<file path="config.mk">
export PLATFORM = sky130hd
export DESIGN_NAME = uart_modem_pins
export DESIGN_NICKNAME = d
export VERILOG_FILES = /design/src/design/input_sync.v /design/src/design/uart_modem_pins.v
export VERILOG_INCLUDE_DIRS = /design/src /design/src/design
export SDC_FILE = /design/constraint.sdc
export NUM_CORES = 1
export LEC_CHECK = 0
export ABC_AREA = 1
export BUFFER_PORTS_ARGS = -buffer_cell sky130_fd_sc_hd__buf_4
export CORE_MARGIN = 3
export CORE_UTILIZATION = 25
export DETAILED_ROUTE_END_ITERATION = 8
export MAX_ROUTING_LAYER = met4
export PLACE_DENSITY = 0.66
export SLEW_MARGIN = 20
export SYNTH_ARGS = -nofsm -noshare
export SYNTH_HDL_FRONTEND = slang
export SYNTH_HIERARCHICAL = 1
export SYNTH_SLANG_ARGS = --single-unit
</file>
<file path="constraint.sdc">
create_clock -name ref_clk_in -period 0.8 [get_ports ref_clk_in]
set_input_delay 0.12 -clock ref_clk_in [delete_from_list [all_inputs] [get_ports ref_clk_in]]
set_output_delay 0.12 -clock ref_clk_in [all_outputs]
set_load 0.01 [all_outputs]
</file>
<file path="src/design/modem_pin_regs.vh">
`ifndef MODEM_PIN_REGS_VH
`define MODEM_PIN_REGS_VH

// Multi-function select field, alternate function bits 2:1
`define MF_SEL_LSB       1
`define MF_SEL_MSB       2
`define MF_SEL_GPO2      2'h0
`define MF_SEL_BAUD      2'h1
`define MF_SEL_RXRDY     2'h2

// Modem control bit positions
`define MCR_DTR_BIT      0
`define MCR_OUT2_BIT     3
`define MCR_RESET_VAL    8'h00

// Enhanced feature / interrupt enable bits for auto CTS
`define EFR_AUTO_CTS_BIT 7
`define IER_CTS_BIT      7

// Reset pulse width and baud clock ratio
`define RESET_MIN_NS     40
`define CLK_PERIOD_PS    5000
`define RESET_MIN_CYC    ((`RESET_MIN_NS * 1000 + `CLK_PERIOD_PS - 1) / `CLK_PERIOD_PS)
`define BAUD_OVERSAMPLE  16

`endif

</file>
<file path="src/design/input_sync.v">
`timescale 1ns/1ps

// ****************************************
// Two-stage level synchroniser, one per bit
// ****************************************
module input_sync #(
    parameter WIDTH     = 4,
    parameter RESET_VAL = 4'hF
) (
    // Clock and reset
    input  wire             ref_clk_in,
    input  wire             resetn_in,
    // Data
    input  wire [WIDTH-1:0] async_in,
    output wire [WIDTH-1:0] sync_out
);

    reg [WIDTH-1:0] stage1_reg;
    reg [WIDTH-1:0] stage2_reg;

    genvar i;
    generate
        for (i = 0; i < WIDTH; i = i + 1) begin : g_bit
            // First stage is read only by the second
            always @(posedge ref_clk_in or negedge resetn_in) begin
                if (!resetn_in) begin
                    stage1_reg[i] <= RESET_VAL[i];
                    stage2_reg[i] <= RESET_VAL[i];
                end else begin
                    stage1_reg[i] <= async_in[i];
                    stage2_reg[i] <= stage1_reg[i];
                end
            end
        end
    endgenerate

    assign sync_out = stage2_reg;

endmodule // input_sync

</file>
<file path="src/design/uart_modem_pins.v">
`timescale 1ns/1ps
`include "modem_pin_regs.vh"

module uart_modem_pins (
    // Clock and reset
    input  wire       ref_clk_in,
    input  wire       resetn_in,
    // Configuration from register file
    input  wire [7:0] alternate_function_in,
    input  wire [7:0] modem_control_wdata_in,
    input  wire       modem_control_we_in,
    input  wire [7:0] enhanced_feature_in,
    input  wire [7:0] interrupt_enable_in,
    // Internal sources
    input  wire       baud16_clk_in,
    input  wire       rx_ready_n_in,
    input  wire       tx_serial_in,
    input  wire       rx_serial_in,
    // Modem pins
    input  wire       clear_to_send_in_n,
    input  wire       set_ready_in_n,
    input  wire       carrier_detect_in_n,
    input  wire       ring_indicator_in_n,
    output wire       terminal_ready_out_n,
    output wire       multi_function_out_n,
    output wire       tx_pin_out,
    // Status to core
    output wire [7:0] modem_control_out,
    output wire [3:0] modem_status_out,
    output wire       tx_allowed_out,
    output wire       rx_data_out
);

    // ****************************************
    // Modem input synchronisers
    // ****************************************
    wire [3:0] pins_sync;

    // Inputs idle high, so reset to inactive
    input_sync #(
        .WIDTH     (4),
        .RESET_VAL (4'hF)
    ) u_sync (
        .ref_clk_in (ref_clk_in),
        .resetn_in  (resetn_in),
        .async_in   ({ring_indicator_in_n, carrier_detect_in_n,
                      set_ready_in_n, clear_to_send_in_n}),
        .sync_out   (pins_sync)
    );

    // ****************************************
    // Modem control register
    // ****************************************
    reg [7:0] modem_control_reg;

    // Cleared on reset, bit 3 included
    always @(posedge ref_clk_in or negedge resetn_in) begin
        if (!resetn_in) begin
            modem_control_reg <= `MCR_RESET_VAL;
        end else if (modem_control_we_in) begin
            modem_control_reg <= modem_control_wdata_in;
        end
    end

    // ****************************************
    // Select field decode
    // ****************************************
    // Compare the select field with one function code
    function sel_is;
        input [1:0] sel;
        input [1:0] code;
        begin
            sel_is = (sel == code);
        end
    endfunction

    wire [1:0] mf_sel;
    wire       use_out2;
    wire       use_baud;
    wire       use_rxrdy;

    // At most one of these can be high; code 3 leaves all low
    assign mf_sel    = alternate_function_in[`MF_SEL_MSB:`MF_SEL_LSB];
    assign use_out2  = sel_is(mf_sel, `MF_SEL_GPO2);
    assign use_baud  = sel_is(mf_sel, `MF_SEL_BAUD);
    assign use_rxrdy = sel_is(mf_sel, `MF_SEL_RXRDY);

    // ****************************************
    // Multi-function source mux
    // ****************************************
    reg mf_next;
    reg mf_reg;

    // One source only; reserved code parks the pin inactive high
    always @* begin
        mf_next = 1'b1;
        if (use_out2) begin
            mf_next = ~modem_control_reg[`MCR_OUT2_BIT];
        end else if (use_baud) begin
            mf_next = baud16_clk_in;
        end else if (use_rxrdy) begin
            mf_next = rx_ready_n_in;
        end else begin
            mf_next = 1'b1;
        end
    end

    // ****************************************
    // Multi-function pin register
    // ****************************************
    // Registered so the pin never glitches while the select moves;
    // the baud clock lags one cycle and must stay below half ref_clk
    always @(posedge ref_clk_in or negedge resetn_in) begin
        if (!resetn_in) begin
            mf_reg <= 1'b1;
        end else begin
            mf_reg <= mf_next;
        end
    end

    // ****************************************
    // Terminal-ready pin
    // ****************************************
    reg  dtr_reg;
    wire dtr_next;

    // Active low copy of the software bit
    assign dtr_next = ~modem_control_reg[`MCR_DTR_BIT];

    // Inactive high from reset until software asserts it
    always @(posedge ref_clk_in or negedge resetn_in) begin
        if (!resetn_in) begin
            dtr_reg <= 1'b1;
        end else begin
            dtr_reg <= dtr_next;
        end
    end

    // ****************************************
    // Clear-to-send transmit gate
    // ****************************************
    reg  cts_ok_reg;
    wire auto_cts_en;
    wire cts_asserted;
    wire cts_ok_next;

    // Auto CTS needs both enables; otherwise CTS is status only
    assign auto_cts_en  = enhanced_feature_in[`EFR_AUTO_CTS_BIT] &
                          interrupt_enable_in[`IER_CTS_BIT];
    assign cts_asserted = ~pins_sync[0];
    assign cts_ok_next  = ~auto_cts_en | cts_asserted;

    // Only the synchronised CTS bit reaches the gate
    always @(posedge ref_clk_in or negedge resetn_in) begin
        if (!resetn_in) begin
            cts_ok_reg <= 1'b1;
        end else begin
            cts_ok_reg <= cts_ok_next;
        end
    end

    // ****************************************
    // Serial transmit pin
    // ****************************************
    reg tx_reg;

    // Held at idle high for the whole reset period
    always @(posedge ref_clk_in or negedge resetn_in) begin
        if (!resetn_in) begin
            tx_reg <= 1'b1;
        end else begin
            tx_reg <= tx_serial_in;
        end
    end

    // ****************************************
    // Serial receive path
    // ****************************************
    reg rx_reg;

    // Pin activity is masked to idle while reset is held
    always @(posedge ref_clk_in or negedge resetn_in) begin
        if (!resetn_in) begin
            rx_reg <= 1'b1;
        end else begin
            rx_reg <= rx_serial_in;
        end
    end

    // ****************************************
    // Modem status register
    // ****************************************
    reg [3:0] status_reg;

    // DSR, CD and RI feed status only, nothing else
    // Third stage adds a cycle but keeps the output a flop
    always @(posedge ref_clk_in or negedge resetn_in) begin
        if (!resetn_in) begin
            status_reg <= 4'hF;
        end else begin
            status_reg <= pins_sync;
        end
    end

    // ****************************************
    // Output wiring
    // ****************************************
    // Every output is a flop; no logic after the registers
    assign multi_function_out_n = mf_reg;
    assign terminal_ready_out_n = dtr_reg;
    assign tx_allowed_out       = cts_ok_reg;
    assign tx_pin_out           = tx_reg;
    assign rx_data_out          = rx_reg;
    assign modem_status_out     = status_reg;
    assign modem_control_out    = modem_control_reg;

endmodule // uart_modem_pins

</file>
==> summary.txt, run 1 <==
Timing
  – Tcrit/Tclk final: 1.34
  – Setup-failing EPs final: 17
  – Period minus WS final: 1.07 ns
  – Maximum clock rate: between 0.9 and 1 GHz
  – Setup TNS: -3.61 ns
  – Final hold slack: 0.0168 ns
  – Hold Vio Cnt, Final: 0
  – Clock skew: ~0.0026 ns
  – Final worst slack: -0.270 ns
  – Worst Tran Pin Value: 0.299 ns
  – Slew Viols, Final: 0
  – RSZ-0062 raised after global routing: yes
  – Max_slew headroom: 0.801

Finish
  – NumNets Final: 156
  – Layout cell share with drive strength beyond 1: 0.545
  – Number of diodes: 0
  – Register area: 647 um2
  – Area grow syn2layout: 65.5%
  – Core Util, Final: 0.456
  – FILL cells: 290
  – Multi-input logic area: roughly 99 um2
  – Largest register FFs: 8
  – Fin area: 1320 um2

CTS
  – Clk slew on worst S/H paths: 0.12 ns
  – Clock latency at the later pin of the worst-skew pair: about 0.3 ns
  – Root Buffer: clkbuf_4
  – H-tree depth: 1
  – Clk sinks: 25
  – CTS tree: done
  – Clock Path Buffers: 2
  – Total CTS buffers: 3

Placement
  – Placed Area: roughly 1100 um2
  – Worst slack, placed: 0.0657 ns
  – Detailed placer's ending HPWL: 1.24 mm
  – GP Congestion: 0.620
  – # port buffers: 39

Routing
  – Routed WL per cell: 10.6 um
  – Via count: 580
  – Drt drc: 0
  – Antenna viol nets, final: 0
  – Mean number of vias per cell: 3.77
  – Total Wirelength: 1.63 mm
  – First drt pass iteration count: 2
  – Initial DRC count: 5

Global routing
  – Largest net degree at the start of global routing: 26
  – First-pass GRT wire length: 2.81 mm
  – Initial antenna violation count: 0
  – Total track usage: 0.0942
  – Vias in the first global route: around 650
  – Gr ovfl total: 0

Power
  – Peak VDD IR: 0.622 mV
  – PwrDens: around 1800 nW/um2
  – Pleak: roughly 0.64 nW

Synth
  – Combinational family with the most area after synthesis: simple AND/OR/NAND/NOR gates
  – Synthesized area: about 800 um2
  – Area share of fa/ha/maj cells after synthesis: 0
  – Synth warn: 6
  – Post-synthesis mux area share: 0
  – Largest cells by area after synthesis: dfstp_2 (56%), dfrtp_1 (25%), nand2_1 (6.1%)
  – Unique masters post-synth: 7
  – Average size of a mapped cell: 13.3 um2
  – Top-area cell type share of the netlist area: 0.560
  – Gate Count Post-Synth: 60
  – Yosys reg bits: 25
  – Synth Area in Simple Gates: 0.0737
  – Synth area leader: dfstp_2
  – Compound-gate portion of the synthesized area: 0.0502
  – Seq/Total Area, Yosys: 0.810
  – Synthesized net count: 103
  – Post-Synth XOR/XNOR Area: 0

Setup path
  – Worst path max stage delay: 0.55 ns
  – Buf+Inv Stages, Crit Path: 1
  – Critical path fanouts, max: 1
  – Worst setup EP type: primary output
  – R2r setup slk: ~0.040 ns
  – CP max stage cell: dfstp_2
  – Cell family with most CP delay: flip-flops
  – CP Data Required Time: 0.68 ns
  – Worst EP arrival: 0.95 ns
  – Type of origin of the critical path: register
  – Crit-path cells: buf_6
  – Crit Path Class: register to primary output

Job
  – Max_cap viols: 0

Status
  – Failing checks: setup timing
  – Outcome: complete, but fails checks

Floorplanning
  – Chip width: roughly 63 um
  – Die Area: 3910 um2
  – Ports: 60
  – Die height: 62.5 um
  – Core Area: between 2000 and 3000 um2
  – Cell row count: 19
  – Starting Density: 0.275

Min path
  – Hold WC Path Type: primary input to register
## worst min-delay path, delay by kind of cell
kind,cells,cell delay [ns]
buffers and inverters,1,0.07
AOI/OAI and AO/OA,1,0.06
and+or+nand+nor,1,0.04
## final cells by class
type,count,area share
flip-flops and latches,25,0.490
repair buffers,49,0.344
multi-input cells,23,0.0748
well taps,42,0.0398
inverters,11,0.0312
clock buffers,3,0.0170
clock inverters,1,0.00379
## cell usage in the layout (no fill, tap or decap), drive strengths merged
cell type    count
nand2           13
buf             40
dfrtp            8
dlygate4sd3      9
o21ai            8
dfstp           17
clkinv           1
nand3            2
clkbuf           3
inv             11
## where the power goes
part	switching [mW]	internal (mW)
combinational	0.142	0.236
sequential	0.0446	1.38
clock	0.335	0.186
## synth_stat cells (all sizes together)
cell type,n
dfrtp,8
nand2,13
buf,1
nand3,2
inv,11
o21ai,8
dfstp,17
## metal layers
| layer | up-vias | track usage | wire, um |
|---|---|---|---|
| li1 | 283 | - | - |
| met1 | 272 | 0.0945 | 581 |
| met2 | 23 | 0.173 | 938 |
| met3 | 2 | 0.0108 | 80 |
| met4 | 0 | 0.0579 | 27 |
| met5 | - | - | 0 |
## final timing paths
check / depth (start not counted) / endpoint / from
min in group asynchronous: 2 / modem_control_out[6] / resetn_in
setup reg to reg: 3 / modem_control_out[5] / modem_control_out[5]
hold reg to reg: 0 / modem_status_out[3] / u_sync/sync_out[3]
hold / removal: 3 / modem_control_out[3] / modem_control_wdata_in[3]
setup / recovery: 1 / multi_function_out_n / multi_function_out_n
max in group asynchronous: 2 / terminal_ready_out_n / resetn_in
## cell families after synthesis
kind of cell | count (synthesis)
AOI/OAI and AO/OA | 8
DFF | 25
buffers and inverters | 12
and+or+nand+nor | 15
## metrics by stage
step                      cells  power (mW)
after CTS                   153        2.37
final                       154        2.33
after detailed placement    140        1.75
after floorplan              60        1.52
after global routing        154        2.47
after global placement      140        1.73
## timing repair
item | in CTS | in global routing
hold buffers | 9 | 0
setup endpoints to repair | 17 | 17
hold endpoints to repair | 32 | 0
buffers inserted | 0 | 1
resized for setup | 17 | 0
gates cloned | 0 | 0
pin swaps | 0 | 0
Note: power is estimated with default switching activity, not from simulation.
==> inputs of run 2 (changes only) <==
RECOVER_POWER = 50   (was default)
==> summary.txt, run 2 (synthesis results as in run 1) <==
Global routing
  – Gr ovfl total: 0
  – First-pass GRT wire length: 2.81 mm
  – Initial antenna violation count: 0
  – Total track usage: 0.0942
  – Largest net degree at the start of global routing: 26
  – Vias in the first global route: 646

Floorplanning
  – Chip width: 62.5 um
  – Ports: 60
  – Cell row count: 19
  – Core Area: between 2000 and 3000 um2
  – Starting Density: 0.275
  – Die Area: between 3000 and 4000 um2
  – Die height: about 63 um

Routing
  – Total Wirelength: 1.62 mm
  – Drt drc: 0
  – First drt pass iteration count: 2
  – Via count: a little under 600
  – Mean number of vias per cell: 3.77
  – Antenna viol nets, final: 0
  – Initial DRC count: 5
  – Routed WL per cell: 10.5 um

Timing
  – Slew Viols, Final: 0
  – Tcrit/Tclk final: 1.34
  – Maximum clock rate: 0.935 GHz
  – Clock skew: 0.00284 ns
  – Setup-failing EPs final: 17
  – Final hold slack: 0.0168 ns
  – RSZ-0062 raised after global routing: yes
  – Hold Vio Cnt, Final: 0
  – Final worst slack: -0.270 ns
  – Max_slew headroom: 0.653
  – Worst Tran Pin Value: 0.521 ns
  – Period minus WS final: 1.07 ns

Placement
  – # port buffers: 39
  – Detailed placer's ending HPWL: between 1 and 1.5 mm
  – GP Congestion: roughly 0.62
  – Placed Area: 1130 um2

Min path
  – Hold Crit Endpoint: modem_control_out[3]
  – WHS Path Cells: 3
  – Hold WC Path Type: primary input to register
  – Min-delay src: modem_control_wdata_in[3]

Status
  – Outcome: complete, but fails checks
  – Failing checks: setup timing

CTS
  – Clk sinks: 25
  – H-tree depth: 1
  – CTS tree: done
  – Clock Path Buffers: 2
  – Root Buffer: clkbuf_4
  – Total CTS buffers: 3
  – Clock latency at the later pin of the worst-skew pair: 0.30 ns
  – Clk slew on worst S/H paths: 0.12 ns

Job
  – Max_cap viols: 0

Finish
  – Layout cell share with drive strength beyond 1: 0.545
  – Fin area: 1320 um2
  – FILL cells: 291
  – Number of diodes: 0
  – Area grow syn2layout: 65.2%
  – Core Util, Final: 0.455
  – NumNets Final: between 150 and 200
  – Commonest cells after routing, fill and taps aside: dfstp_2 (17), buf_6 (17), buf_4 (16)
  – Largest register FFs: 8

Setup path
  – Worst path max stage delay: roughly 0.55 ns
  – Buf+Inv Stages, Crit Path: 1
  – CP max stage cell: dfstp_2
  – Crit Path Class: register to primary output
  – Reg2Reg Depth: 3
  – Type of origin of the critical path: register
  – Reg2reg start: modem_control_out[5]
  – Critical path depth in cells: 1
  – Crit-path cells: buf_6
  – CP Data Required Time: slightly below 0.7 ns
  – Worst EP arrival: 0.95 ns
  – FF-to-FF End: modem_control_out[5]
  – Cell family with most CP delay: flip-flops
  – R2r setup slk: 0.04 ns
  – Critical path fanouts, max: 1
  – Worst setup startpoint: multi_function_out_n
  – Worst setup EP type: primary output

Power
  – Peak VDD IR: 0.621 mV
  – PwrDens: 1760 nW/um2
  – Switching pwr: approximately 520 uW
  – Combinational Power Share: 0.161
  – Internal: 1.80 mW
  – Pleak: 0.639 nW
  – Total power: between 2 and 2.5 mW
  – Clock network power share: 0.224
  – Seq pwr share: 0.614
  – Sw frac: 0.224
run 2: area by class of cell:
type | count | area (um2) | area share
Timing Repair Buffer | 49 | 452 | 0.343
Clock inverter | 1 | 5.00 | 0.00380
Multi-Input combinational cell | 23 | 98.8 | 0.0750
Tap cell | 42 | 52.6 | 0.0398
Sequential cell | 25 | 647 | 0.491
Clock buffer | 3 | 22.5 | 0.0171
Inverter | 11 | 41.3 | 0.0313
run 2: how the worst max path moves through the flow:
stage and to:
2_1_floorplan modem_control_out[0], 3_3_place_gp multi_function_out_n, 3_5_place_dp terminal_ready_out_n, 4_1_cts multi_function_out_n
5_1_grt multi_function_out_n, 6_report multi_function_out_n
run 2: metrics by stage:
stage / TNS (ns) / cells / setup slack, ns
6_report: -3.61 / 154 / -0.270
5_1_grt: -4.46 / 154 / -0.326
4_1_cts: -3.99 / 153 / -0.293
3_5_place_dp: 0 / 140 / 0.0657
3_3_place_gp: 0 / 140 / 0.0750
2_1_floorplan: 0 / 60 / 0.156
run 2: timing repair:
action                                 in CTS  in global routing
gates resized for setup                    17                  0
buffers inserted                            0                  1
hold buffers                                9                  0
endpoints found under the hold margin      32                  0
setup endpoints to repair                  17                 17
run 2: worst reg2reg max path, cell delays in order, from the launching register on:
cell and delay (ns):
dfrtp_1 0.42, buf_4 0.13, inv_1 0.04, o21ai_0 0.06
run 2: per-layer routing:
metal | global-route usage | vias up | wire length, um
met3 | 0.0108 | 2 | 85
li1 | - | 283 | -
met5 | - | - | 0
met2 | 0.173 | 23 | 933
met4 | 0.0579 | 0 | 27
met1 | 0.0945 | 272 | 573
run 2: power groups by stage:
stage               Sequential (mW)  Combinational [mW]  Clock [mW]
finish                         1.43               0.375       0.522
detailed placement             1.44               0.309           0
floorplan                      1.47              0.0539           0
global route                   1.44               0.414       0.615
global placement               1.43               0.295           0
CTS                            1.43               0.381       0.561
==> inputs of run 3 (changes only) <==
CORE_UTILIZATION = 34   (was 25)
PLACE_DENSITY = 0.82   (was 0.66)
==> summary.txt, run 3 (synthesis results as in run 1) <==
Routing
  – DR WL met3: between 90 and 100 um
  – Top sig layer: met4
  – Mean number of vias per cell: 4.08
  – Via count: 567
  – Met2 wire len: between 800 and 900 um
  – Antenna viol nets, final: 0
  – Metal-1 WL: 567 um
  – Initial DRC count: 3
  – First drt pass iteration count: 4
  – Routed WL per cell: 11.1 um
  – Drt drc: 0
  – Total Wirelength: 1.55 mm

Floorplanning
  – Die height: 54.5 um
  – Starting Density: 0.383
  – Ports: 60
  – Die Area: 2970 um2
  – Core Area: 2080 um2
  – Cell row count: 16
  – Chip width: about 54 um

Power
  – Pleak: 0.640 nW
  – Peak VDD IR: between 1 and 1.5 mV
  – PwrDens: 1800 nW/um2
  – Switching pwr: 528 uW
  – Seq pwr share: 0.611
  – Sw frac: 0.226
  – Combinational Power Share: 0.161
  – Clock network power share: 0.228
  – Internal: 1.81 mW

Timing
  – Maximum clock rate: around 0.94 GHz
  – Clock skew: 0.00106 ns
  – Max_slew headroom: 0.630
  – Final worst slack: -0.266 ns
  – RSZ-0062 raised after global routing: yes
  – Hold Vio Cnt, Final: 0
  – Period minus WS final: 1.07 ns
  – Tcrit/Tclk final: 1.33
  – Slew Viols, Final: 0
  – Worst Tran Pin Value: 0.554 ns
  – Setup-failing EPs final: 17

Setup path
  – Cell family with most CP delay: flip-flops
  – CP Data Required Time: 0.68 ns
  – Crit-path cells: buf_6
  – Buf+Inv Stages, Crit Path: 1
  – CP max stage cell: dfstp_2
  – Worst setup EP type: primary output
  – Worst EP arrival: roughly 0.95 ns
  – Type of origin of the critical path: register
  – Crit Path Class: register to primary output
  – Critical path fanouts, max: 1
  – Critical path depth in cells: 1
  – Reg2Reg Depth: 3
  – Worst path max stage delay: 0.55 ns

Status
  – Outcome: complete, but fails checks
  – Failing checks: setup timing

Finish
  – NumNets Final: about 160
  – Fin area: 1300 um2
  – Largest register FFs: 8
  – Number of diodes: 0
  – Commonest cells after routing, fill and taps aside: dfstp_2 (17), buf_6 (17), buf_4 (16)
  – FILL cells: 161
  – Layout cell share with drive strength beyond 1: 0.545
  – Area grow syn2layout: 63.0%

CTS
  – H-tree depth: 1
  – Clk sinks: 25
  – CTS tree: done
  – Root Buffer: clkbuf_4
  – Clock latency at the later pin of the worst-skew pair: about 0.3 ns
  – Clock Path Buffers: 2
  – Total CTS buffers: 3
  – Clk slew on worst S/H paths: 0.13 ns

Global routing
  – Largest net degree at the start of global routing: 26
  – Initial antenna violation count: 0
  – Gr ovfl total: 0
  – Total track usage: 0.128
  – First-pass GRT wire length: 2.57 mm
  – Vias in the first global route: around 620

Placement
  – GP Congestion: 0.666
  – Worst slack, placed: roughly 0.067 ns
  – Placed Area: 1110 um2
  – # port buffers: 39

Job
  – Max_cap viols: 0

Min path
  – WHS Path Cells: 3
  – Hold WC Path Type: primary input to register
## run 3: timing repair
| action | 4_1_cts | 5_1_grt |
|---|---|---|
| setup endpoints to repair | 17 | 17 |
| hold endpoints to repair | 32 | 0 |
| gates cloned | 0 | 0 |
| hold buffers | 9 | 0 |
| setup buffers | 0 | 1 |
| gates resized for setup | 17 | 0 |
## run 3: through the flow
stage	instances	power, mW	hold WS, ns	TNS (ns)	utilization
2_1_floorplan	60	1.52	-0.176	0	-
3_3_place_gp	125	1.73	0.0204	0	0.535
3_5_place_dp	125	1.74	0.0266	0	0.535
4_1_cts	138	2.38	0.00488	-3.91	0.623
5_1_grt	139	2.47	0.0158	-4.36	0.625
6_report	139	2.34	0.0172	-3.64	0.625
## run 3: power by group through the flow
stage          logic [mW]  registers [mW]  clock network, mW
2_1_floorplan      0.0539            1.47                  0
3_3_place_gp        0.292            1.43                  0
3_5_place_dp        0.304            1.44                  0
4_1_cts             0.376            1.43              0.570
5_1_grt             0.414            1.44              0.616
6_report            0.376            1.43              0.534
## run 3: per-layer routing
metal / track usage / up-vias
met3: 0.00817 / 2
met1: 0.111 / 256
met4: 0.0913 / 0
met5: - / -
li1: - / 282
met2: 0.251 / 27
## run 3: final cells by class
type                    count  area (um2)  area share
repair buffers             49         452       0.347
well taps                  27        33.8      0.0260
clock inverters             1        6.26     0.00481
inverters                  11        41.3      0.0317
clock buffers               3        22.5      0.0173
flip-flops and latches     25         647       0.497
multi-input cells          23        98.8      0.0760
## run 3: worst min-delay path: cells and delay by family
family          cells  cell delay [ns]
buf+inv             1             0.08
compound gates      1             0.06
simple gates        1             0.04
## run 3: worst paths after layout
kind	start	end	slack, ns
max	modem_status_out[0]	modem_status_out[0]	-0.27
max in group asynchronous	resetn_in	u_sync/stage1_reg[3]	0.11
max reg2reg	modem_control_out[1]	modem_control_out[1]	0.04
min in group asynchronous	resetn_in	modem_control_out[7]	0.32
min	modem_control_wdata_in[6]	modem_control_out[6]	0.02
min reg2reg	u_sync/sync_out[3]	modem_status_out[3]	0.36
